==> src/hdl/sr_pkg.sv <==
// package: register map, field layouts, modes and line roles for sync routing
package sr_pkg;

  localparam int NUM_LAYERS = 4;
  localparam int NUM_LINES  = 4;
  localparam int ADDR_W     = 8;

  // register byte addresses
  localparam logic [7:0] ADDR_CTRL   = 8'h00;
  localparam logic [7:0] ADDR_LAYER  = 8'h04;
  localparam logic [7:0] ADDR_CMD    = 8'h08;
  localparam logic [7:0] ADDR_STATUS = 8'h0C;

  localparam logic [1:0] RESP_OKAY   = 2'h0;
  localparam logic [1:0] RESP_DECERR = 2'h3;

  // writable bits of CTRL and CMD; all others read as zero
  localparam logic [31:0] CTRL_WMASK = 32'h003F_FFFF;
  localparam logic [31:0] CMD_WMASK  = 32'h0000_01FF;

  // layer clock source encoding
  localparam logic [1:0] CLK_SRC_SOFTWARE = 2'h0;
  localparam logic [1:0] CLK_SRC_INTERNAL = 2'h1;
  localparam logic [1:0] CLK_SRC_EXTERNAL = 2'h2;
  localparam logic [1:0] CLK_SRC_SYNC     = 2'h3;

  // layer trigger source encoding
  localparam logic [1:0] TRIG_SRC_FIRMWARE   = 2'h0;
  localparam logic [1:0] TRIG_SRC_EXT_A      = 2'h1;
  localparam logic [1:0] TRIG_SRC_BUS_LINE   = 2'h2;
  localparam logic [1:0] TRIG_SRC_INTERLAYER = 2'h3;

  // what a master layer puts on the inter-layer trigger line
  localparam logic [1:0] MASTER_SRC_EXT_A = 2'h0;
  localparam logic [1:0] MASTER_SRC_OWN   = 2'h1;
  localparam logic [1:0] MASTER_SRC_COUNT = 2'h2;

  // standard roles of the internal sync lines
  localparam int LINE_BUS_TRIGGER        = 0;
  localparam int LINE_TIMEBASE           = 1;
  localparam int LINE_INTERLAYER_TRIGGER = 2;
  localparam int LINE_INTERLAYER_CLOCK   = 3;

  typedef enum logic [2:0] {
    TRIG_SINGLE, TRIG_START_STOP, TRIG_GATE_HIGH, TRIG_GATE_LOW, TRIG_DIRECT
  } trig_mode_type;

  typedef enum logic [2:0] {
    OUT_BUFFER, OUT_CLOCK, OUT_LAYER, OUT_ECHO, OUT_ALARM
  } out_mode_type;

  typedef enum logic {RUN_IDLE, RUN_ACTIVE} run_state_type;

  typedef struct packed {
    logic [9:0]    reserved;
    logic [1:0]    master_src;
    logic          trig_to_line0;
    logic [3:0]    out_line_en;
    logic [3:0]    in_line_en;
    logic [1:0]    layer_sel;
    logic [1:0]    echo_sel;
    out_mode_type  out_mode;
    logic          edge_fall;
    trig_mode_type trig_mode;
  } ctrl_type;

  typedef struct packed {
    logic       drive_clock;
    logic       drive_trigger;
    logic       single_line;
    logic       clk_line3;
    logic [1:0] clk_src;
    logic [1:0] trig_src;
  } layer_cfg_type;

  typedef struct packed {
    logic [22:0] reserved;
    logic        stop;
    logic [3:0]  sw_clock;
    logic [3:0]  sw_start;
  } cmd_type;

  typedef struct packed {
    logic [21:0] reserved;
    logic [3:0]  layer_trig;
    logic [3:0]  lines;
    logic        sync_in;
    logic        run;
  } status_type;

  localparam logic [31:0] CTRL_RESET  = 32'h0000_0000;
  localparam logic [31:0] LAYER_RESET = 32'h0000_0000;

endpackage

==> src/hdl/level_sync.sv <==
// two-stage synchroniser for one level input
`timescale 1ns/1ps
module level_sync (
  input  wire logic aclk,
  input  wire logic aresetn,
  input  wire logic din,
  output logic      dout
);

  logic stage1_q;
  logic stage2_q;

  always_ff @(posedge aclk) begin
    if (!aresetn) begin
      stage1_q <= 1'b0;
      stage2_q <= 1'b0;
    end else begin
      stage1_q <= din;
      stage2_q <= stage1_q;
    end
  end

  assign dout = stage2_q;

endmodule

==> src/hdl/sync_trigger_routing.sv <==
// external sync trigger modes, sync output modes and internal line routing
//
// Summary of operation
// - single mode: selected edge of synced input starts the application
// - start/stop mode: selected edge starts, next same edge stops
// - gate high runs while input high; gate low runs while input low
// - direct mode: no chassis trigger, input goes to one layer pin
// - buffer output mode copies the external input to the output
// - clock export mode drives the chassis clock at half rate onto the output
// - layer output mode takes the output from one selected layer
// - output may echo any internal line or act as alarm
// - four two-way internal lines shared by processor and layers
// - ext input and output may go to any line; other sources have fixed lines
// - line 0 trigger, 1 timebase, 2 inter-layer trigger, 3 clock
// - external input or output can be mapped onto any line
// - layer trigger from firmware, ext line a, line 0 or line 2
// - layer clock internal, ext line b or a, line 1 or 3
// - layer may drive its trigger to line 2, clock to line 3
// - clock source code: 0 software, 1 internal, 2 external, 3 sync
// - processor samples external input and drives result on line 0
// - master layer drives line 2 from ext, own trigger or count
//
// Implementation choices: register access over AXI4-Lite and the register offsets.
`timescale 1ns/1ps
module sync_trigger_routing (
  input  wire logic        aclk,
  input  wire logic        aresetn,
  input  wire logic [7:0]  awaddr,
  input  wire logic [2:0]  awprot,
  input  wire logic        awvalid,
  output logic             awready,
  input  wire logic [31:0] wdata,
  input  wire logic [3:0]  wstrb,
  input  wire logic        wvalid,
  output logic             wready,
  output logic [1:0]       bresp,
  output logic             bvalid,
  input  wire logic        bready,
  input  wire logic [7:0]  araddr,
  input  wire logic [2:0]  arprot,
  input  wire logic        arvalid,
  output logic             arready,
  output logic [31:0]      rdata,
  output logic [1:0]       rresp,
  output logic             rvalid,
  input  wire logic        rready,
  input  wire logic        ext_sync_in,
  output logic             ext_sync_out,
  input  wire logic        alarm_in,
  input  wire logic [3:0]  sync_line_i,
  output logic [3:0]       sync_line_o,
  output logic [3:0]       sync_line_oe,
  input  wire logic [3:0]  layer_ext_line_a,
  input  wire logic [3:0]  layer_ext_line_b,
  input  wire logic [3:0]  layer_own_trigger,
  input  wire logic [3:0]  layer_own_clock,
  input  wire logic [3:0]  layer_terminal_count,
  input  wire logic [3:0]  layer_int_clock,
  input  wire logic [3:0]  layer_sync_out,
  output logic [3:0]       layer_trigger,
  output logic [3:0]       layer_clock,
  output logic [3:0]       layer_direct_in,
  output logic             app_run
);

  sr_pkg::ctrl_type                 ctrl_q,    ctrl_d;
  sr_pkg::layer_cfg_type [3:0]      layer_q,   layer_d;
  sr_pkg::cmd_type                  cmd_q,     cmd_d;
  sr_pkg::run_state_type            run_q,     run_d;
  sr_pkg::status_type               status;
  logic                             aw_have_q, aw_have_d;
  logic [7:0]                       aw_addr_q, aw_addr_d;
  logic                             w_have_q,  w_have_d;
  logic [31:0]                      w_data_q,  w_data_d;
  logic [3:0]                       w_strb_q,  w_strb_d;
  logic                             awready_q, awready_d;
  logic                             wready_q,  wready_d;
  logic                             bvalid_q,  bvalid_d;
  logic [1:0]                       bresp_q,   bresp_d;
  logic                             arready_q, arready_d;
  logic                             rvalid_q,  rvalid_d;
  logic [31:0]                      rdata_q,   rdata_d;
  logic [1:0]                       rresp_q,   rresp_d;
  logic [7:0]                       waddr;
  logic [7:0]                       raddr;
  logic                             sync_in_s;
  logic                             prev_q;
  logic                             edge_hit;
  logic                             app_run_q;
  logic                             ext_out_q, ext_out_d;
  logic                             any_l2, any_l3;
  logic                             l2_val, l3_val;
  logic [3:0]                       role_en,   role_val;
  logic [3:0]                       line_o_q,  line_o_d;
  logic [3:0]                       line_oe_q, line_oe_d;
  logic [3:0]                       ltrig_q,   ltrig_d;
  logic [3:0]                       lclk_q,    lclk_d;
  logic [3:0]                       ldir_q,    ldir_d;

  function automatic logic [31:0] merge(input logic [31:0] old_v,
                                        input logic [31:0] new_v,
                                        input logic [3:0]  strb);
    logic [31:0] res;
    res = old_v;
    for (int b = 0; b < 4; b++) begin
      if (strb[b]) begin
        res[8*b +: 8] = new_v[8*b +: 8];
      end
    end
    return res;
  endfunction

  function automatic logic pick4(input logic [1:0] sel,
                                 input logic a, input logic b,
                                 input logic c, input logic d);
    logic res;
    res = a;
    case (sel)
      2'h1:    res = b;
      2'h2:    res = c;
      2'h3:    res = d;
      default: res = a;
    endcase
    return res;
  endfunction

  // external input reaches the clock domain only through two stages
  level_sync u_in_sync (
    .aclk    (aclk),
    .aresetn (aresetn),
    .din     (ext_sync_in),
    .dout    (sync_in_s)
  );

  // ---------------- register write channel
  assign waddr = {aw_addr_q[7:2], 2'h0};

  always_comb begin
    aw_have_d = aw_have_q;
    aw_addr_d = aw_addr_q;
    w_have_d  = w_have_q;
    w_data_d  = w_data_q;
    w_strb_d  = w_strb_q;
    bvalid_d  = bvalid_q;
    bresp_d   = bresp_q;
    ctrl_d    = ctrl_q;
    layer_d   = layer_q;
    cmd_d     = sr_pkg::cmd_type'(32'h0000_0000);
    if (awvalid && awready_q) begin
      aw_have_d = 1'b1;
      aw_addr_d = awaddr;
    end
    if (wvalid && wready_q) begin
      w_have_d = 1'b1;
      w_data_d = wdata;
      w_strb_d = wstrb;
    end
    if (bvalid_q && bready) begin
      bvalid_d = 1'b0;
    end
    if (aw_have_q && w_have_q && !bvalid_q) begin
      aw_have_d = 1'b0;
      w_have_d  = 1'b0;
      bvalid_d  = 1'b1;
      bresp_d   = sr_pkg::RESP_OKAY;
      case (waddr)
        sr_pkg::ADDR_CTRL: begin
          ctrl_d = sr_pkg::ctrl_type'(merge(ctrl_q, w_data_q, w_strb_q) & sr_pkg::CTRL_WMASK);
        end
        sr_pkg::ADDR_LAYER: begin
          layer_d = merge(layer_q, w_data_q, w_strb_q);
        end
        sr_pkg::ADDR_CMD: begin
          // one write starts every selected layer whose trig_src is firmware in the same cycle
          cmd_d = sr_pkg::cmd_type'(merge(32'h0000_0000, w_data_q, w_strb_q)
                                    & sr_pkg::CMD_WMASK);
        end
        sr_pkg::ADDR_STATUS: begin
          bresp_d = sr_pkg::RESP_OKAY;
        end
        default: begin
          bresp_d = sr_pkg::RESP_DECERR;
        end
      endcase
    end
    awready_d = !aw_have_d;
    wready_d  = !w_have_d;
  end

  always_ff @(posedge aclk) begin
    if (!aresetn) begin
      aw_have_q <= 1'b0;
      aw_addr_q <= 8'h00;
      w_have_q  <= 1'b0;
      w_data_q  <= 32'h0000_0000;
      w_strb_q  <= 4'h0;
      awready_q <= 1'b0;
      wready_q  <= 1'b0;
      bvalid_q  <= 1'b0;
      bresp_q   <= sr_pkg::RESP_OKAY;
      ctrl_q    <= sr_pkg::ctrl_type'(sr_pkg::CTRL_RESET);
      layer_q   <= sr_pkg::LAYER_RESET;
      cmd_q     <= sr_pkg::cmd_type'(32'h0000_0000);
    end else begin
      aw_have_q <= aw_have_d;
      aw_addr_q <= aw_addr_d;
      w_have_q  <= w_have_d;
      w_data_q  <= w_data_d;
      w_strb_q  <= w_strb_d;
      awready_q <= awready_d;
      wready_q  <= wready_d;
      bvalid_q  <= bvalid_d;
      bresp_q   <= bresp_d;
      ctrl_q    <= ctrl_d;
      layer_q   <= layer_d;
      cmd_q     <= cmd_d;
    end
  end

  // ---------------- register read channel
  assign raddr = {araddr[7:2], 2'h0};

  always_comb begin
    status            = sr_pkg::status_type'(32'h0000_0000);
    status.run        = app_run_q;
    status.sync_in    = sync_in_s;
    status.lines      = sync_line_i;
    status.layer_trig = ltrig_q;
    rvalid_d = rvalid_q;
    rdata_d  = rdata_q;
    rresp_d  = rresp_q;
    if (rvalid_q && rready) begin
      rvalid_d = 1'b0;
    end
    if (arvalid && arready_q) begin
      rvalid_d = 1'b1;
      rresp_d  = sr_pkg::RESP_OKAY;
      case (raddr)
        sr_pkg::ADDR_CTRL:   rdata_d = ctrl_q;
        sr_pkg::ADDR_LAYER:  rdata_d = layer_q;
        sr_pkg::ADDR_CMD:    rdata_d = 32'h0000_0000;
        sr_pkg::ADDR_STATUS: rdata_d = status;
        default: begin
          rdata_d = 32'h0000_0000;
          rresp_d = sr_pkg::RESP_DECERR;
        end
      endcase
    end
    arready_d = !rvalid_d;
  end

  always_ff @(posedge aclk) begin
    if (!aresetn) begin
      arready_q <= 1'b0;
      rvalid_q  <= 1'b0;
      rdata_q   <= 32'h0000_0000;
      rresp_q   <= sr_pkg::RESP_OKAY;
    end else begin
      arready_q <= arready_d;
      rvalid_q  <= rvalid_d;
      rdata_q   <= rdata_d;
      rresp_q   <= rresp_d;
    end
  end

  // ---------------- application run state
  assign edge_hit = ctrl_q.edge_fall ? (prev_q & ~sync_in_s) : (~prev_q & sync_in_s);

  always_comb begin
    run_d = run_q;
    unique case (ctrl_q.trig_mode)
      sr_pkg::TRIG_SINGLE: begin
        if (cmd_q.stop) begin
          run_d = sr_pkg::RUN_IDLE;
        end else if (edge_hit) begin
          run_d = sr_pkg::RUN_ACTIVE;
        end
      end
      sr_pkg::TRIG_START_STOP: begin
        if (cmd_q.stop) begin
          run_d = sr_pkg::RUN_IDLE;
        end else if (edge_hit) begin
          run_d = (run_q == sr_pkg::RUN_ACTIVE) ? sr_pkg::RUN_IDLE : sr_pkg::RUN_ACTIVE;
        end
      end
      sr_pkg::TRIG_GATE_HIGH: run_d = sync_in_s ? sr_pkg::RUN_ACTIVE : sr_pkg::RUN_IDLE;
      sr_pkg::TRIG_GATE_LOW:  run_d = sync_in_s ? sr_pkg::RUN_IDLE : sr_pkg::RUN_ACTIVE;
      default:                run_d = sr_pkg::RUN_IDLE;
    endcase
  end

  // ---------------- external output and line drivers
  always_comb begin
    ext_out_d = 1'b0;
    unique case (ctrl_q.out_mode)
      sr_pkg::OUT_BUFFER: ext_out_d = sync_in_s;
      // toggling every cycle exports the chassis clock at half rate
      sr_pkg::OUT_CLOCK:  ext_out_d = ~ext_out_q;
      sr_pkg::OUT_LAYER:  ext_out_d = layer_sync_out[ctrl_q.layer_sel];
      sr_pkg::OUT_ECHO:   ext_out_d = sync_line_i[ctrl_q.echo_sel];
      sr_pkg::OUT_ALARM:  ext_out_d = alarm_in;
      default:            ext_out_d = 1'b0;
    endcase
  end

  // lowest numbered layer wins if several claim a line
  always_comb begin
    any_l2 = 1'b0;
    any_l3 = 1'b0;
    l2_val = 1'b0;
    l3_val = 1'b0;
    for (int i = sr_pkg::NUM_LAYERS - 1; i >= 0; i--) begin
      if (layer_q[i].drive_trigger) begin
        any_l2 = 1'b1;
        l2_val = pick4(ctrl_q.master_src, layer_ext_line_a[i], layer_own_trigger[i],
                       layer_terminal_count[i], 1'b0);
      end
      if (layer_q[i].drive_clock) begin
        any_l3 = 1'b1;
        l3_val = layer_own_clock[i];
      end
    end
  end

  // fixed line roles: trigger, timebase, inter-layer trigger and clock
  assign role_en  = {any_l3, any_l2, 1'b0, ctrl_q.trig_to_line0};
  assign role_val = {l3_val, l2_val, 1'b0, app_run_q};

  for (genvar n = 0; n < sr_pkg::NUM_LINES; n++) begin : g_line
    // every line gets identical routing; only enabled sources drive it
    assign line_oe_d[n] = ctrl_q.in_line_en[n] | ctrl_q.out_line_en[n] | role_en[n];
    assign line_o_d[n]  = ctrl_q.in_line_en[n]  ? sync_in_s :
                          ctrl_q.out_line_en[n] ? ext_out_q : role_val[n];
  end

  for (genvar g = 0; g < sr_pkg::NUM_LAYERS; g++) begin : g_layer
    assign ltrig_d[g] = pick4(layer_q[g].trig_src, cmd_q.sw_start[g], layer_ext_line_a[g],
                              sync_line_i[sr_pkg::LINE_BUS_TRIGGER],
                              sync_line_i[sr_pkg::LINE_INTERLAYER_TRIGGER]);
    assign lclk_d[g]  = pick4(layer_q[g].clk_src, cmd_q.sw_clock[g], layer_int_clock[g],
                              layer_q[g].single_line ? layer_ext_line_a[g]
                                                     : layer_ext_line_b[g],
                              layer_q[g].clk_line3 ? sync_line_i[sr_pkg::LINE_INTERLAYER_CLOCK]
                                                   : sync_line_i[sr_pkg::LINE_TIMEBASE]);
    assign ldir_d[g]  = (ctrl_q.trig_mode == sr_pkg::TRIG_DIRECT) &&
                        (ctrl_q.layer_sel == 2'(g)) && sync_in_s;
  end

  always_ff @(posedge aclk) begin
    if (!aresetn) begin
      run_q     <= sr_pkg::RUN_IDLE;
      app_run_q <= 1'b0;
      prev_q    <= 1'b0;
      ext_out_q <= 1'b0;
      line_o_q  <= 4'h0;
      line_oe_q <= 4'h0;
      ltrig_q   <= 4'h0;
      lclk_q    <= 4'h0;
      ldir_q    <= 4'h0;
    end else begin
      run_q     <= run_d;
      app_run_q <= (run_d == sr_pkg::RUN_ACTIVE);
      prev_q    <= sync_in_s;
      ext_out_q <= ext_out_d;
      line_o_q  <= line_o_d;
      line_oe_q <= line_oe_d;
      ltrig_q   <= ltrig_d;
      lclk_q    <= lclk_d;
      ldir_q    <= ldir_d;
    end
  end

  assign awready         = awready_q;
  assign wready          = wready_q;
  assign bvalid          = bvalid_q;
  assign bresp           = bresp_q;
  assign arready         = arready_q;
  assign rvalid          = rvalid_q;
  assign rdata           = rdata_q;
  assign rresp           = rresp_q;
  assign ext_sync_out    = ext_out_q;
  assign sync_line_o     = line_o_q;
  assign sync_line_oe    = line_oe_q;
  assign layer_trigger   = ltrig_q;
  assign layer_clock     = lclk_q;
  assign layer_direct_in = ldir_q;
  assign app_run         = app_run_q;

  // ---------------- checks
  logic echo_bit;
  logic drive_req;

  assign echo_bit  = sync_line_i[ctrl_q.echo_sel];
  assign drive_req = |{ctrl_q.in_line_en, ctrl_q.out_line_en, role_en};
endmodule

==> config.mk <==
export PLATFORM = sky130hd
export DESIGN_NAME = sync_trigger_routing
export DESIGN_NICKNAME = d
export VERILOG_FILES = /design/src/hdl/sr_pkg.sv /design/src/hdl/level_sync.sv /design/src/hdl/sync_trigger_routing.sv
export SDC_FILE = /design/constraint.sdc
export NUM_CORES = 1
export LEC_CHECK = 0
export BUFFER_PORTS_ARGS = -buffer_cell sky130_fd_sc_hd__buf_2
export CAP_MARGIN = 20
export CORE_MARGIN = 4
export CORE_UTILIZATION = 24
export DETAILED_ROUTE_END_ITERATION = 7
export PLACE_DENSITY = 0.43
export SLEW_MARGIN = 20
export SYNTH_ARGS = -nofsm -noshare
export SYNTH_HDL_FRONTEND = slang
export SYNTH_SLANG_ARGS = --single-unit
==> constraint.sdc <==
create_clock -name aclk -period 3.1 [get_ports aclk]
set_clock_uncertainty 0.1 [all_clocks]
set_input_delay 0.62 -clock aclk [delete_from_list [all_inputs] [get_ports aclk]]
set_output_delay 0.62 -clock aclk [all_outputs]
set_load 0.05 [all_outputs]
# After elaboration in Yosys (flattened, before gate mapping)
# Index checks and enable logic that the tools add are counted.
[totals]
regBits = 175
in_bits = 99
elab_cells = 227
[classes]
magnitude_cmp = 2
n_eq_ne = 46
mux = 69
bitwise_logic = 12
n_reduce_logical = 37
[op_table]
columns = ["op", "n"]
rows = [
  ["$pmux 32 s3", 1],
  ["$mux 1", 50],
  ["$eq 2x2->1 const B", 20],
  ["$pmux 1 s3", 12],
  ["$eq 6x2->1 const B", 4],
  ["$reduce_and 3->1", 7],
  ["$eq 2x1->1 const B", 10],
  ["$logic_not 8->1", 2],
  ["$logic_and 1x1->1", 15],
  ["$eq 3x2->1 const B", 4],
  ["$eq 6x1->1 const B", 2],
  ["$reduce_and 4->1", 2],
  ["$reduce_or 4->1", 2],
  ["$or 1x1->1", 7],
  ["$eq 3x1->1 const B", 2],
  ["$eq 3x3->1 const B", 2],
  ["$logic_not 3->1", 2],
  ["$lt 2x3->1 const B", 2],
  ["$ne 3x3->1 const B", 2],
  ["$pmux 1 s5", 1],
  ["$bmux 1 s2", 2],
  ["$logic_not 1->1", 4],
  ["$mux 2", 2],
  ["$pmux 1 s4", 1],
  ["5 further kinds", 8],
]

# Depth between registers and ports, before layout
# Gate-level depths: netlist of the first run.
[depth]
depth_word = 8
mapped_depth = 6
mapped_depth_nobuf = 4

# Modules after synthesis
# From an unflattened synthesis of the first run, not the netlist that was laid out.
[unflattened]
cells_unflattened = 767
hier_area_um2 = 6627.6
[modules_own_cells]
columns = ["module", "instances", "cells_per_inst", "area_each_um2", "seq_area_each_um2"]
rows = [
  ["sync_trigger_routing", 1, 763, 6575.1, 3383.2],
  ["level_sync", 1, 4, 52.6, 40.0],
]

# Worst setup path after synthesis of the first run
# No wires, ideal clock.
[synth_path]
path_kind = "reg2reg"
startpoint = "register bvalid_q (netlist: bvalid)"
endpoint = "register cmd_q[0] (netlist bit)"
setup_ps = 60
arrival_time_ps = 1816
required_ps = 2940
slack_ps = 1124
stages_incl_launch_ff = 7
n_path_buf = 2
period_less_slack_ps = 1976
cell_sequence = "dfxtp_1 > and3b_1 > clkbuf_1 > buf_2 > nand2_1 > nor4_2 > and2_1"
[synth_between]
elab_chain_cells = 3
[synth_lines]
columns = ["item", "line", "text"]
rows = [
  ["start: declaration", "sync_trigger_routing.sv:78", "logic bvalid_q, bvalid_d;"],
  ["start signal: assignment", "sync_trigger_routing.sv:212", "bvalid_q <= bvalid_d;"],
  ["$logic_not 1->1", "sync_trigger_routing.sv:161", "if (aw_have_q && w_have_q && !bvalid_q) begin"],
  ["$logic_and 1x1->1", "sync_trigger_routing.sv:161", ""],
  ["$reduce_and 4->1 (no source line)", "--", ""],
  ["end signal: assignment", "sync_trigger_routing.sv:203", "cmd_q <= sr_pkg::cmd_type'(32'h0000_0000);"],
  ["end signal: assignment", "sync_trigger_routing.sv:216", "cmd_q <= cmd_d;"],
  ["end: declaration", "sync_trigger_routing.sv:68", "sr_pkg::cmd_type cmd_q, cmd_d;"],
]
# No other way between the ends.
# A chain may end at the register's enable or synchronous reset.

# Worst setup path in the final report of the first run
[layout_path]
startpoint = "register aw_addr_q[4]"
endpoint = "register ctrl_q[9] (netlist bit)"
[layout_between]
elab_chain_cells = 2
[layout_lines]
columns = ["item", "line", "text"]
rows = [
  ["start: declaration", "sync_trigger_routing.sv:72", "logic [7:0] aw_addr_q, aw_addr_d;"],
  ["start signal: assignment", "sync_trigger_routing.sv:206", "aw_addr_q <= aw_addr_d;"],
  ["$logic_not 8->1", "sync_trigger_routing.sv:166", "case (waddr)"],
  ["$reduce_and 3->1 (no source line)", "--", ""],
  ["end signal: assignment", "sync_trigger_routing.sv:201", "ctrl_q <= sr_pkg::ctrl_type'(sr_pkg::CTRL_RESET);"],
  ["end signal: assignment", "sync_trigger_routing.sv:214", "ctrl_q <= ctrl_d;"],
  ["end: declaration", "sync_trigger_routing.sv:66", "sr_pkg::ctrl_type ctrl_q, ctrl_d;"],
]
# No other way between the ends.

==> results.env, run 1 <==
STATUS='finished, final reports clean'
LARGEST_NET_DEGREE_AT_THE_START_OF_GLOBAL_ROUTING=38
AVGSYNTHCELLAREA_UM2=9.789
NUMBER_OF_ANTENNA_VIOLATIONS_AT_THE_FIRST_CHECK_IN_GLOBAL_ROUTING=4
MAX-CLOCK-PATH-BUFFERS=2
SLACK_OF_THE_CRITICAL_PATH_NS=0.8686
PORT_BUFFER_COUNT=151
P_LEAK_uW=0.003751
SYNTH.NET_COUNT=808
SLEW_HEADROOM=0.5120
SYNTH_TOP_CELL_BY_AREA='sky130_fd_sc_hd__dfxtp_1'
SYNTH.CELL_AREA_UM2=6940
GRT_USE_TOTAL=0.1445
FIRSTDRTPASSITERS=4
PWR_DENSITY_CELL_nW_PER_UM2=568.1
FINAL_CELL_AREA_UM2=8763
PLACE_WORST_SETUP_SLACK_NS=0.5754
FIN_CRIT_SH=0.7198
DIE_W_UM=178.1
ROUTED_WIRELENGTH_UM=22750
CORE_AREA_UM2=28160
GRT_SETUP_UNREPAIRED='false'
ARRIVAL_NS=2.45
TIMING.RR.START='aw_addr_q[4]'
DETAIL_ROUTE.VIAS_PER_CELL=4.406
GRT_PASS1_VIAS=5306
CTS_HTREE_LEVELS=4
SYNTHSIMPLEGATEAREAFRAC=0.2095
SLEW_VIOLATIONS=0
SYNTH_EDF_COUNT=0
FINALSETUPVIOLCOUNT=0
HOLD_END='u_in_sync.stage1_q'
SYNTH.TOP_CELL.AREA_SHARE=0.4932
DPL.HPWL_UM=16430
CRITICAL_PATH_CLASS='reg -> reg'
CTS.REPAIR.RESIZED=0
PERIOD_NEEDED_NS=2.231
SYNTH_TOP_FAMILY_BY_AREA='simple AND/OR/NAND/NOR gates'
SYNTH.AREA.MUX_SHARE=0.1320
LAYOUT.CORE_UTILIZATION=0.3112
DIE_AREA_UM2=31700
STARTPOINT_TYPE='flip-flop'
FP-ROW-COUNT=61
YOSYS_REGISTER_BITS=171
NETLIST_TOP_CELLS_COUNT='sky130_fd_sc_hd__dfxtp_1 (171), sky130_fd_sc_hd__nand2_1 (126), sky130_fd_sc_hd__mux2i_1 (60)'
CAP_VIOL_MAX_COUNT=0
GP_CONGESTION=0.7400
TIMING.HOLD.WORST.START='ext_sync_in'
POST_SYNTHESIS_COMPOUND_GATE_AREA_FRACTION=0.1334
WORSTSKEWPAIRLATENCY_NS=0.43
MAX_CLOCK_FREQ_MHz=448.2
TRITONCTS.NUM_BUFFERS=17
CLOCK_TREE.ROOT_CELL='sky130_fd_sc_hd__clkbuf_16'
SYNTH.AREA.TOP_CELLS='sky130_fd_sc_hd__dfxtp_1 (49%), sky130_fd_sc_hd__mux2i_1 (8.7%), sky130_fd_sc_hd__nand2_1 (6.8%)'
MULTI_INPUT_COMB_AREA_UM2=3309
FRACTION_OF_SYNTHESIZED_CELL_AREA_IN_XOR_AND_XNOR_CELLS=0.001262
HOLD-PATH-CELL-COUNT=2
CLKSINKCOUNT=171
POST_DRT_WL_PER_CELL_UM=18.35
SYNTH-ASYNC-RESET-RATIO=0
LAYOUT.AREA.SEQ_UM2=3423
DESIGN.FINAL.NETS=947
DIE_HEIGHT_UM=178.1
SYNTHTOLAYOUTAREAGROWTH_PCT=26.27
SYN_INST=709
DRT_FIRST_ITER_VIOLATIONS=251
WORST_IR_DROP_VDD_uV=346.9
DRT_DRC_VIOLATIONS_LEFT=0
SYNTH-MAIN-FF-CELL='sky130_fd_sc_hd__dfxtp_1'
SYNTHDISTINCTLIBCELLS=45
END_KIND='flip-flop'
SYNTH.YOSYS.WARNINGS=0
SYNTH.MOST_COMMON_CELL='sky130_fd_sc_hd__dfxtp_1'
ANT_NETS=0
PATH_CLK_SLEW_NS=0.06
CRITPATHREQUIREDTIME_NS=3.32
IOPINCOUNT=162
SYNTH_SEQ_AREA_SHARE=0.4932
TRITONCTS_CLOCK_TREE='done'
CRITICAL_PATH.MAX_FANOUT=9
R2R_SETUP_SLACK_NS=0.87
START_UTIL=0.2464
POST_DP_CELL_AREA_UM2=8099
GR-TOTAL-OVERFLOW=0
POSTCTSSETUPBUFFERS=0
WORST_PIN_SLEW_NS=0.7265
HOLD_BUFFERS=0
NUM-FILL-CELLS=2981
FIN_TNS_SETUP_NS=0
SYNTHADDERAREAFRAC=0
POST_ROUTE_CELLS_DRIVE_ABOVE_1_SHARE=0.2625
GRT_FIRST_PASS_WIRELENGTH_UM=33870
ROUTE.VIAS.TOTAL=5463
HOLD_VIOL_FINAL=0
R2R_CELLS=4
HOLD_PATH_CLASS='in -> reg'
WORSTREG2REGEND='ctrl_q[9]'
critical path, cell delays in order (launching register included):
cell	delay, ns
sky130_fd_sc_hd__dfxtp_1	0.33
sky130_fd_sc_hd__nor4_4	0.68
sky130_fd_sc_hd__nand4_2	0.61
sky130_fd_sc_hd__mux2i_1	0.32
sky130_fd_sc_hd__nor2b_1	0.06
layer usage:
| layer | vias up | share of wire | track usage |
|---|---|---|---|
| met5 | - | 0.0026 | 0 |
| met4 | 8 | 0.0066 | 0.02610 |
| met3 | 19 | 0.061 | 0.04091 |
| met2 | 143 | 0.45 | 0.2242 |
| met1 | 2554 | 0.48 | 0.2029 |
| li1 | 2739 | - | - |
placed cells by master, fill, tap and decap left out, types with 8 or more instances in the layout:
cell	count
sky130_fd_sc_hd__and2_1	23
sky130_fd_sc_hd__a21boi_0	55
sky130_fd_sc_hd__buf_2	150
sky130_fd_sc_hd__buf_4	16
sky130_fd_sc_hd__a221oi_1	10
sky130_fd_sc_hd__mux2_2	8
sky130_fd_sc_hd__o21ai_0	28
sky130_fd_sc_hd__nor2_1	9
sky130_fd_sc_hd__mux2i_1	60
sky130_fd_sc_hd__clkbuf_16	17
sky130_fd_sc_hd__a22oi_1	12
sky130_fd_sc_hd__mux4_2	10
sky130_fd_sc_hd__dfxtp_1	171
sky130_fd_sc_hd__nor2b_1	59
sky130_fd_sc_hd__nand3_1	16
sky130_fd_sc_hd__nand2_1	126
sky130_fd_sc_hd__and3_1	14
worst max-delay path by stage:
stage                            end  slack, ns          from
after global placement      rdata[0]       0.65     araddr[7]
after detailed placement    rdata[0]       0.58     araddr[7]
after floorplan             cmd_q[0]       1.12        bvalid
final                      ctrl_q[9]       0.87  aw_addr_q[4]
after global routing       ctrl_q[9]       0.72  aw_addr_q[4]
after CTS                 ctrl_q[11]       0.84  aw_addr_q[4]
where the power goes:
group | switching (uW) | total, uW | leakage, uW | internal, uW
logic | 184 | 298 | 0.00205 | 114
clock network | 912 | 2410 | 0.000317 | 1500
registers | 36.1 | 2270 | 0.00138 | 2230
total | 1130 | 4980 | 0.00375 | 3850
flip-flops by register name (all words and copies together) (netlist names), 6 cells and up:
signal / flops
cmd_q: 9
aw_addr_q: 6
rdata: 32
ctrl_q: 22
layer_q: 32
w_data_q: 32
stage by stage:
stage | hold slack (ns) | total power, uW | cells
3_3_place_gp | 0.3146 | 2625 | 1207
5_1_grt | 0.2740 | 5165 | 1239
4_1_cts | 0.2821 | 5053 | 1239
2_1_floorplan | 0.3119 | 2476 | 709
6_report | 0.3021 | 4979 | 1240
3_5_place_dp | 0.3210 | 2625 | 1207
area by class of cell:
cell class,instances,share of cell area
tap,378,0.05397
sequential,171,0.3906
timing repair buffer,166,0.09937
multi-input combinational,486,0.3776
inverter,6,0.002570
clock buffer,22,0.05411
clock inverter,10,0.02142
antenna,1,0.0002856
logic make-up (layout without fill, tap and decap cells):
logic type | after synthesis | after routing
compound gates | 131 | 131
xor+xnor | 1 | 1
buf+inv | 52 | 204
flops | 171 | 171
mux | 78 | 78
other cells | 0 | 1
simple gates | 276 | 276
No activity file was read; power rests on OpenSTA's default activity.
==> inputs of run 2 (changes only) <==
Settings changed: PLACE_DENSITY 0.43 to 0.44.
Clock period 3.1 ns to 1.86 ns, I/O delays scaled along.
==> run 2 against run 1 <==
Against the previous run:
- cell count is 0.89% higher
- wire length rose by 0.54%
- register-to-register slack got worse by 0.70 ns
- critical path type unchanged
==> results.env, run 2 (synthesis gave the netlist of run 1 again) <==
DESIGN.FINAL.NETS=959  # +1.3%
STATUS='finished, final reports clean'
DIE_W_UM=178.1  # unchanged
ROUTE.VIAS.TOTAL=5530  # +1.2%
PLACE_WORST_SETUP_SLACK_NS=0.01699  # -0.5584 ns
IOPINCOUNT=162  # unchanged
ARRIVAL_NS=1.95  # -0.50 ns
SLEW_HEADROOM=0.6648  # +0.1528
FIN_TNS_SETUP_NS=0  # unchanged
LARGEST_NET_DEGREE_AT_THE_START_OF_GLOBAL_ROUTING=42  # +11%
CTS_HTREE_LEVELS=4  # unchanged
DRT_FIRST_ITER_VIOLATIONS=306  # +22%
SYNTHTOLAYOUTAREAGROWTH_PCT=28.09
POST-LAYOUT-TOTAL-POWER_uW=7990  # +60%
HOLD_VIOL_FINAL=0  # unchanged
START_UTIL=0.2464  # unchanged
DIE_HEIGHT_UM=178.1  # unchanged
PATH_CLK_SLEW_NS=0.07  # about the same
GR-TOTAL-OVERFLOW=0  # unchanged
LAYOUT_COMMONEST_CELL='sky130_fd_sc_hd__dfxtp_1'
SLEW_VIOLATIONS=0  # unchanged
WORSTSKEWPAIRLATENCY_NS=0.42  # about the same
DIE_AREA_UM2=31700  # unchanged
ROUTED_WIRELENGTH_UM=22880  # +0.54%
CRITPATHREQUIREDTIME_NS=2.11  # -1.21 ns
DETAIL_ROUTE.VIAS_PER_CELL=4.420  # +0.34%
CORE_AREA_UM2=28160  # unchanged
SLACK_OF_THE_CRITICAL_PATH_NS=0.1672  # -0.7014 ns
PORT_BUFFER_COUNT=151  # unchanged
GRT_FIRST_PASS_WIRELENGTH_UM=34270  # +1.2%
TRITONCTS.NUM_BUFFERS=17  # unchanged
GRT_PASS1_VIAS=5454  # +2.8%
MAX-CLOCK-PATH-BUFFERS=2  # unchanged
STARTPOINT_TYPE='flip-flop'
CAP_VIOL_MAX_COUNT=0  # unchanged
DPL.HPWL_UM=16550  # +0.75%
DRT_DRC_VIOLATIONS_LEFT=0  # unchanged
WORST_PIN_SLEW_NS=0.5021  # -0.2244 ns
HOLD_BUFFERS=0  # unchanged
GRT_SETUP_UNREPAIRED='false'
R2R_SETUP_SLACK_NS=0.17  # -0.70 ns
GP_CONGESTION=0.7729  # +4.4%
CRITICAL_PATH.MAX_FANOUT=9  # unchanged
CLOCK_TREE.ROOT_CELL='sky130_fd_sc_hd__clkbuf_16'
CRITICAL_PATH_CLASS='reg -> reg'
NUM-FILL-CELLS=2987  # +0.20%
PERIOD_NEEDED_NS=1.693  # -0.5386 ns
HOLD-WORST-SLACK_NS=0.07469  # -0.2274 ns
P_LEAK_uW=0.003817  # +1.8%
POST_DRT_WL_PER_CELL_UM=18.29  # -0.35%
CLKSINKCOUNT=171  # unchanged
TRITONCTS_CLOCK_TREE='done'
MAX_CLOCK_FREQ_MHz=590.7  # +32%
FIRSTDRTPASSITERS=4  # unchanged
END_KIND='flip-flop'
HOLD_PATH_CLASS='in -> reg'
FINALSETUPVIOLCOUNT=0  # unchanged
PWR_DENSITY_CELL_nW_PER_UM2=898.8  # +58%
NUMBER_OF_ANTENNA_VIOLATIONS_AT_THE_FIRST_CHECK_IN_GLOBAL_ROUTING=2  # -2
GRT_USE_TOTAL=0.1445  # about the same
POSTCTSSETUPBUFFERS=0  # unchanged
POST_ROUTE_CELLS_DRIVE_ABOVE_1_SHARE=0.2749  # +0.01243
ANT_NETS=0  # unchanged
FIN_CRIT_SH=0.9101  # +0.1903
WORST_IR_DROP_VDD_uV=536.2  # +55%
FP-ROW-COUNT=61  # unchanged
LAYOUT.CORE_UTILIZATION=0.3157  # +0.004488
LAYOUT.CELLS.MOST_COMMON_LIST='sky130_fd_sc_hd__dfxtp_1 (169), sky130_fd_sc_hd__buf_2 (150), sky130_fd_sc_hd__nand2_1 (126), sky130_fd_sc_hd__mux2i_1 (60), sky130_fd_sc_hd__nor2b_1 (59)'
N_ANTENNA_CELL=0  # -1
run 2: cell types whose count changed in the layout (fill, tap and decap cells not counted), sizes merged:
cell | previous run | this run
clkinvlp | 2 | 1
bufinv | 5 | 2
inv | 6 | 7
diode | 1 | 0
buf | 166 | 178
clkinv | 3 | 4
clkbuf | 22 | 24
run 2: cell type report:
| cell class | instances | area, um^2 | share of cell area |
|---|---|---|---|
| clock inverters | 8 | 107.6 | 0.01210 |
| clock buffers | 24 | 501.7 | 0.05644 |
| multi-input cells | 486 | 3336 | 0.3752 |
| repair buffers | 178 | 1023 | 0.1151 |
| flip-flops and latches | 171 | 3426 | 0.3854 |
| well taps | 378 | 473.0 | 0.05320 |
| inverters | 6 | 22.52 | 0.002533 |
run 2: worst max-delay path, cell delays in order, from the launching register on:
cell	delay, ns
sky130_fd_sc_hd__dfxtp_1	0.33
sky130_fd_sc_hd__nor4_4	0.32
sky130_fd_sc_hd__buf_12	0.18
sky130_fd_sc_hd__nand2_1	0.10
sky130_fd_sc_hd__nor4_4	0.22
sky130_fd_sc_hd__buf_4	0.20
sky130_fd_sc_hd__and2_1	0.18
run 2: final timing paths:
kind                start            endpoint  cells after the start
max          aw_addr_q[4]            cmd_q[5]                      6
min reg2reg      rdata[3]            rdata[3]                      2
min           ext_sync_in  u_in_sync.stage1_q                      2
max reg2reg  aw_addr_q[4]            cmd_q[5]                      6
run 2: power by group:
part	leakage, uW	switching (uW)	internal [uW]	total, uW
clock	0.000297	1500	2170	3670
sequential	0.00138	57.5	3720	3780
combinational	0.00214	325	216	541
total	0.00382	1880	6110	7990
run 2: layer usage:
layer,share of wire,global-route usage,vias up
met3,0.068,0.03455,14
met1,0.48,0.2095,2587
li1,-,-,2765
met5,0.0017,0,-
met4,0.0068,0.03706,4
met2,0.45,0.2153,160
run 2: repair_timing:
| action | 4_1_cts | 5_1_grt |
|---|---|---|
| resized for setup | 0 | 1 |
| endpoints found under the hold margin | 0 | 0 |
| setup endpoints to repair | 0 | 1 |
run 2: metrics by stage:
stage               instance area (um^2)  std cells
floorplan                           6970        709
global placement                    8279       1219
detailed placement                  8279       1219
CTS                                 8889       1251
global route                        8890       1251
finish                              8890       1251
==> inputs of run 3 (changes only) <==
Settings changed: CORE_UTILIZATION 24 to 35, CTS_BUF_LIST set to sky130_fd_sc_hd__clkbuf_4 sky130_fd_sc_hd__clkbuf_8, PLACE_DENSITY 0.44 to 0.59.
==> run 3 against run 2 <==
Against the previous run:
- global-route usage rose by 3.4 points
- flip-flop and latch count stayed put
- cell area is 3.6% lower
- setup slack got worse by 0.046 ns
- clock-buffer cell count down 6
- core utilization rose by 12 points
- first-iteration DRC count increased by 3.9%
- wire length down 14%
- combinational power is 4.3% lower
- cell count shrank 9.0%
- register-to-register slack worse by 0.05 ns
- highest routed layer unchanged
==> results.env, run 3 (synthesis gave the netlist of run 1 again) <==
ROUTEDLENGTHMET1_UM=9264  # -15%
MAX_CLOCK_FREQ_MHz=575.0  # -2.7%
ROUTED_WIRELENGTH_UM=19690  # -14%
END_KIND='flip-flop'
R2R_SETUP_SLACK_NS=0.12  # -0.05 ns
ROUTE.VIAS.TOTAL=5611  # +1.5%
CLKSINKCOUNT=171  # unchanged
GRT_USE_TOTAL=0.1783  # +0.03384
WORST_IR_DROP_VDD_uV=431.0  # -20%
WORST_PIN_SLEW_NS=0.5522  # +0.05003 ns
FIN_TNS_SETUP_NS=0  # unchanged
PERIOD_NEEDED_NS=1.739  # +0.04623 ns
SLOWEST_STAGE='sky130_fd_sc_hd__nor4_4'
SYNTHTOLAYOUTAREAGROWTH_PCT=23.45
STATUS='finished, final reports clean'
NUMBER_OF_ANTENNA_VIOLATIONS_AT_THE_FIRST_CHECK_IN_GLOBAL_ROUTING=1  # -1
DRT_FIRST_ITER_VIOLATIONS=318  # +3.9%
FP-ROW-COUNT=51  # -16%
PWR_DENSITY_CELL_nW_PER_UM2=828.5  # -7.8%
ANT_NETS=0  # unchanged
GP_CONGESTION=0.8293  # +7.3%
POST_DRT_WL_PER_CELL_UM=17.29  # -5.4%
CLOCK_TREE.ROOT_CELL='sky130_fd_sc_hd__clkbuf_8'
POSTCTSSETUPBUFFERS=0  # unchanged
N_ANTENNA_CELL=0  # unchanged
DESIGN.FINAL.NETS=960  # +0.10%
DETAIL_ROUTE.VIAS_PER_CELL=4.926  # +11%
SETUP.WORST_PATH.END='ctrl_q[12]'
DR_WL_MET3_UM=1386  # -11%
GRT_SETUP_UNREPAIRED='true'
SLEW_VIOLATIONS=0  # unchanged
LAYOUT_COMMONEST_CELL='sky130_fd_sc_hd__dfxtp_1'
CRITICAL_PATH_CLASS='reg -> reg'
DPL.HPWL_UM=14360  # -13%
BUF_INV_ON_CP=1  # -1
CRIT_PATH_CELL_TRACE='nor4_4, buf_4, nand4_4, mux2i_1, nor2b_1'
SLACK_OF_THE_CRITICAL_PATH_NS=0.1210  # -0.04623 ns
HOLD_PATH_CLASS='in -> reg'
TRITONCTS_CLOCK_TREE='done'
CRITPATHREQUIREDTIME_NS=2.11  # about the same
R2R_CELLS=5  # -1
TRITONCTS.NUM_BUFFERS=17  # unchanged
PORT_BUFFER_COUNT=151  # unchanged
DIE_HEIGHT_UM=148.8  # -16%
PATH_CLK_SLEW_NS=0.10  # +0.03 ns
DIE_W_UM=148.8  # -16%
NUM-FILL-CELLS=1959  # -34%
DR_WL_MET2_UM=8800  # -14%
CRITICAL_PATH.MAX_FANOUT=8  # -1
POST_ROUTE_CELLS_DRIVE_ABOVE_1_SHARE=0.2780  # +0.003118
DIE_AREA_UM2=22150  # -30%
GRT_PASS1_VIAS=5349  # -1.9%
DRT_DRC_VIOLATIONS_LEFT=0  # unchanged
HOLD_VIOL_FINAL=0  # unchanged
LARGEST_NET_DEGREE_AT_THE_START_OF_GLOBAL_ROUTING=38  # -9.5%
WORSTSKEWPAIRLATENCY_NS=0.46  # +0.04 ns
IOPINCOUNT=162  # unchanged
CP-STARTPOINT='aw_addr_q[7]'
FIRSTDRTPASSITERS=4  # unchanged
P_LEAK_uW=0.003724  # -2.4%
WORST_PATH_DOMINANT_CELL_FAMILY='simple AND/OR/NAND/NOR gates'
WORSTREG2REGEND='ctrl_q[12]'
CTS_HTREE_LEVELS=4  # unchanged
GRT_FIRST_PASS_WIRELENGTH_UM=30200  # -12%
GR-TOTAL-OVERFLOW=0  # unchanged
FINALSETUPVIOLCOUNT=0  # unchanged
TIMING.CRITICAL_PATH.DEPTH=5  # -1
TIMING.RR.START='aw_addr_q[7]'
START_UTIL=0.3566  # +0.1102
MAX-CLOCK-PATH-BUFFERS=2  # unchanged
CORE_AREA_UM2=19460  # -31%
ARRIVAL_NS=1.99  # +0.04 ns
LAYOUT.CELLS.MOST_COMMON_LIST='sky130_fd_sc_hd__dfxtp_1 (169), sky130_fd_sc_hd__buf_2 (150), sky130_fd_sc_hd__nand2_1 (126), sky130_fd_sc_hd__mux2i_1 (60), sky130_fd_sc_hd__nor2b_1 (59)'
FIN_CRIT_SH=0.9350  # +0.02485
PLACE_WORST_SETUP_SLACK_NS=0.009247  # -0.007745 ns
SLEW_HEADROOM=0.6305  # -0.03426
TOPROUTINGLAYERUSED='met5'
STARTPOINT_TYPE='flip-flop'
CAP_VIOL_MAX_COUNT=0  # unchanged
MAX_STAGE_DELAY_NS=0.38  # +0.05 ns
-- run 3: cell count changes in the layout (fill, tap and decap cells not counted), moves of 2 or more --
cell                         previous run  this run
sky130_fd_sc_hd__clkbuf_16             17         0
sky130_fd_sc_hd__clkbuf_8               5        17
sky130_fd_sc_hd__inv_6                  1         5
sky130_fd_sc_hd__clkinvlp_4             1         4
sky130_fd_sc_hd__buf_4                 23        25
sky130_fd_sc_hd__clkbuf_1               2         0
sky130_fd_sc_hd__clkinv_4               3         1
-- run 3: worst reg2reg max path: stages, from the launching register on --
cell and delay, ns:
sky130_fd_sc_hd__dfxtp_1 0.35, sky130_fd_sc_hd__nor4_4 0.38, sky130_fd_sc_hd__buf_4 0.25, sky130_fd_sc_hd__nand4_4 0.27, sky130_fd_sc_hd__mux2i_1 0.24, sky130_fd_sc_hd__nor2b_1 0.06
-- run 3: how the worst min path moves through the flow --
stage,from,to,slack (ns),cells after the start
global placement,rdata[7],rdata[7],0.33,2
floorplan,u_in_sync.stage1_q,u_in_sync.dout,0.31,1
CTS,wdata[15],w_data_q[15],0.02,3
detailed placement,u_in_sync.stage1_q,u_in_sync.dout,0.33,1
finish,wdata[26],w_data_q[26],0.05,3
global route,wdata[15],w_data_q[15],0.03,3
-- run 3: what timing repair did --
action                     in CTS  in global routing
pin swaps                       0                  2
setup endpoints to repair       1                 11
hold buffers                    0                  0
resized for setup               1                  1
-- run 3: layout make-up --
class	count	area, um^2	area share
clock inverters	14	183.9	0.02147
multi-input cells	486	3344	0.3903
clock buffers	18	241.5	0.02818
repair buffers	179	1018	0.1189
inverters	6	22.52	0.002629
flip-flops and latches	171	3426	0.3998
well taps	265	331.6	0.03870
-- run 3: through the flow --
stage	cells	total power, uW	cell area [um^2]	util	hold slack (ns)
floorplan	709	4133	6970	-	0.3119
global placement	1107	4385	8133	0.4179	0.3329
detailed placement	1107	4387	8133	0.4179	0.3260
CTS	1139	7176	8559	0.4398	0.01513
global route	1139	7382	8568	0.4402	0.02673
finish	1139	7099	8568	0.4402	0.04788
-- run 3: where the power goes --
group	switching [uW]	total [uW]	internal [uW]
Combinational	307	518	211
Sequential	59.2	3780	3720
Clock	1430	2800	1370
-- run 3: metal layers --
layer,GRT usage,up-vias
li1,-,2767
met2,0.2735,188
met4,0.04897,2
met1,0.2505,2631
met5,0,-
met3,0.04558,23
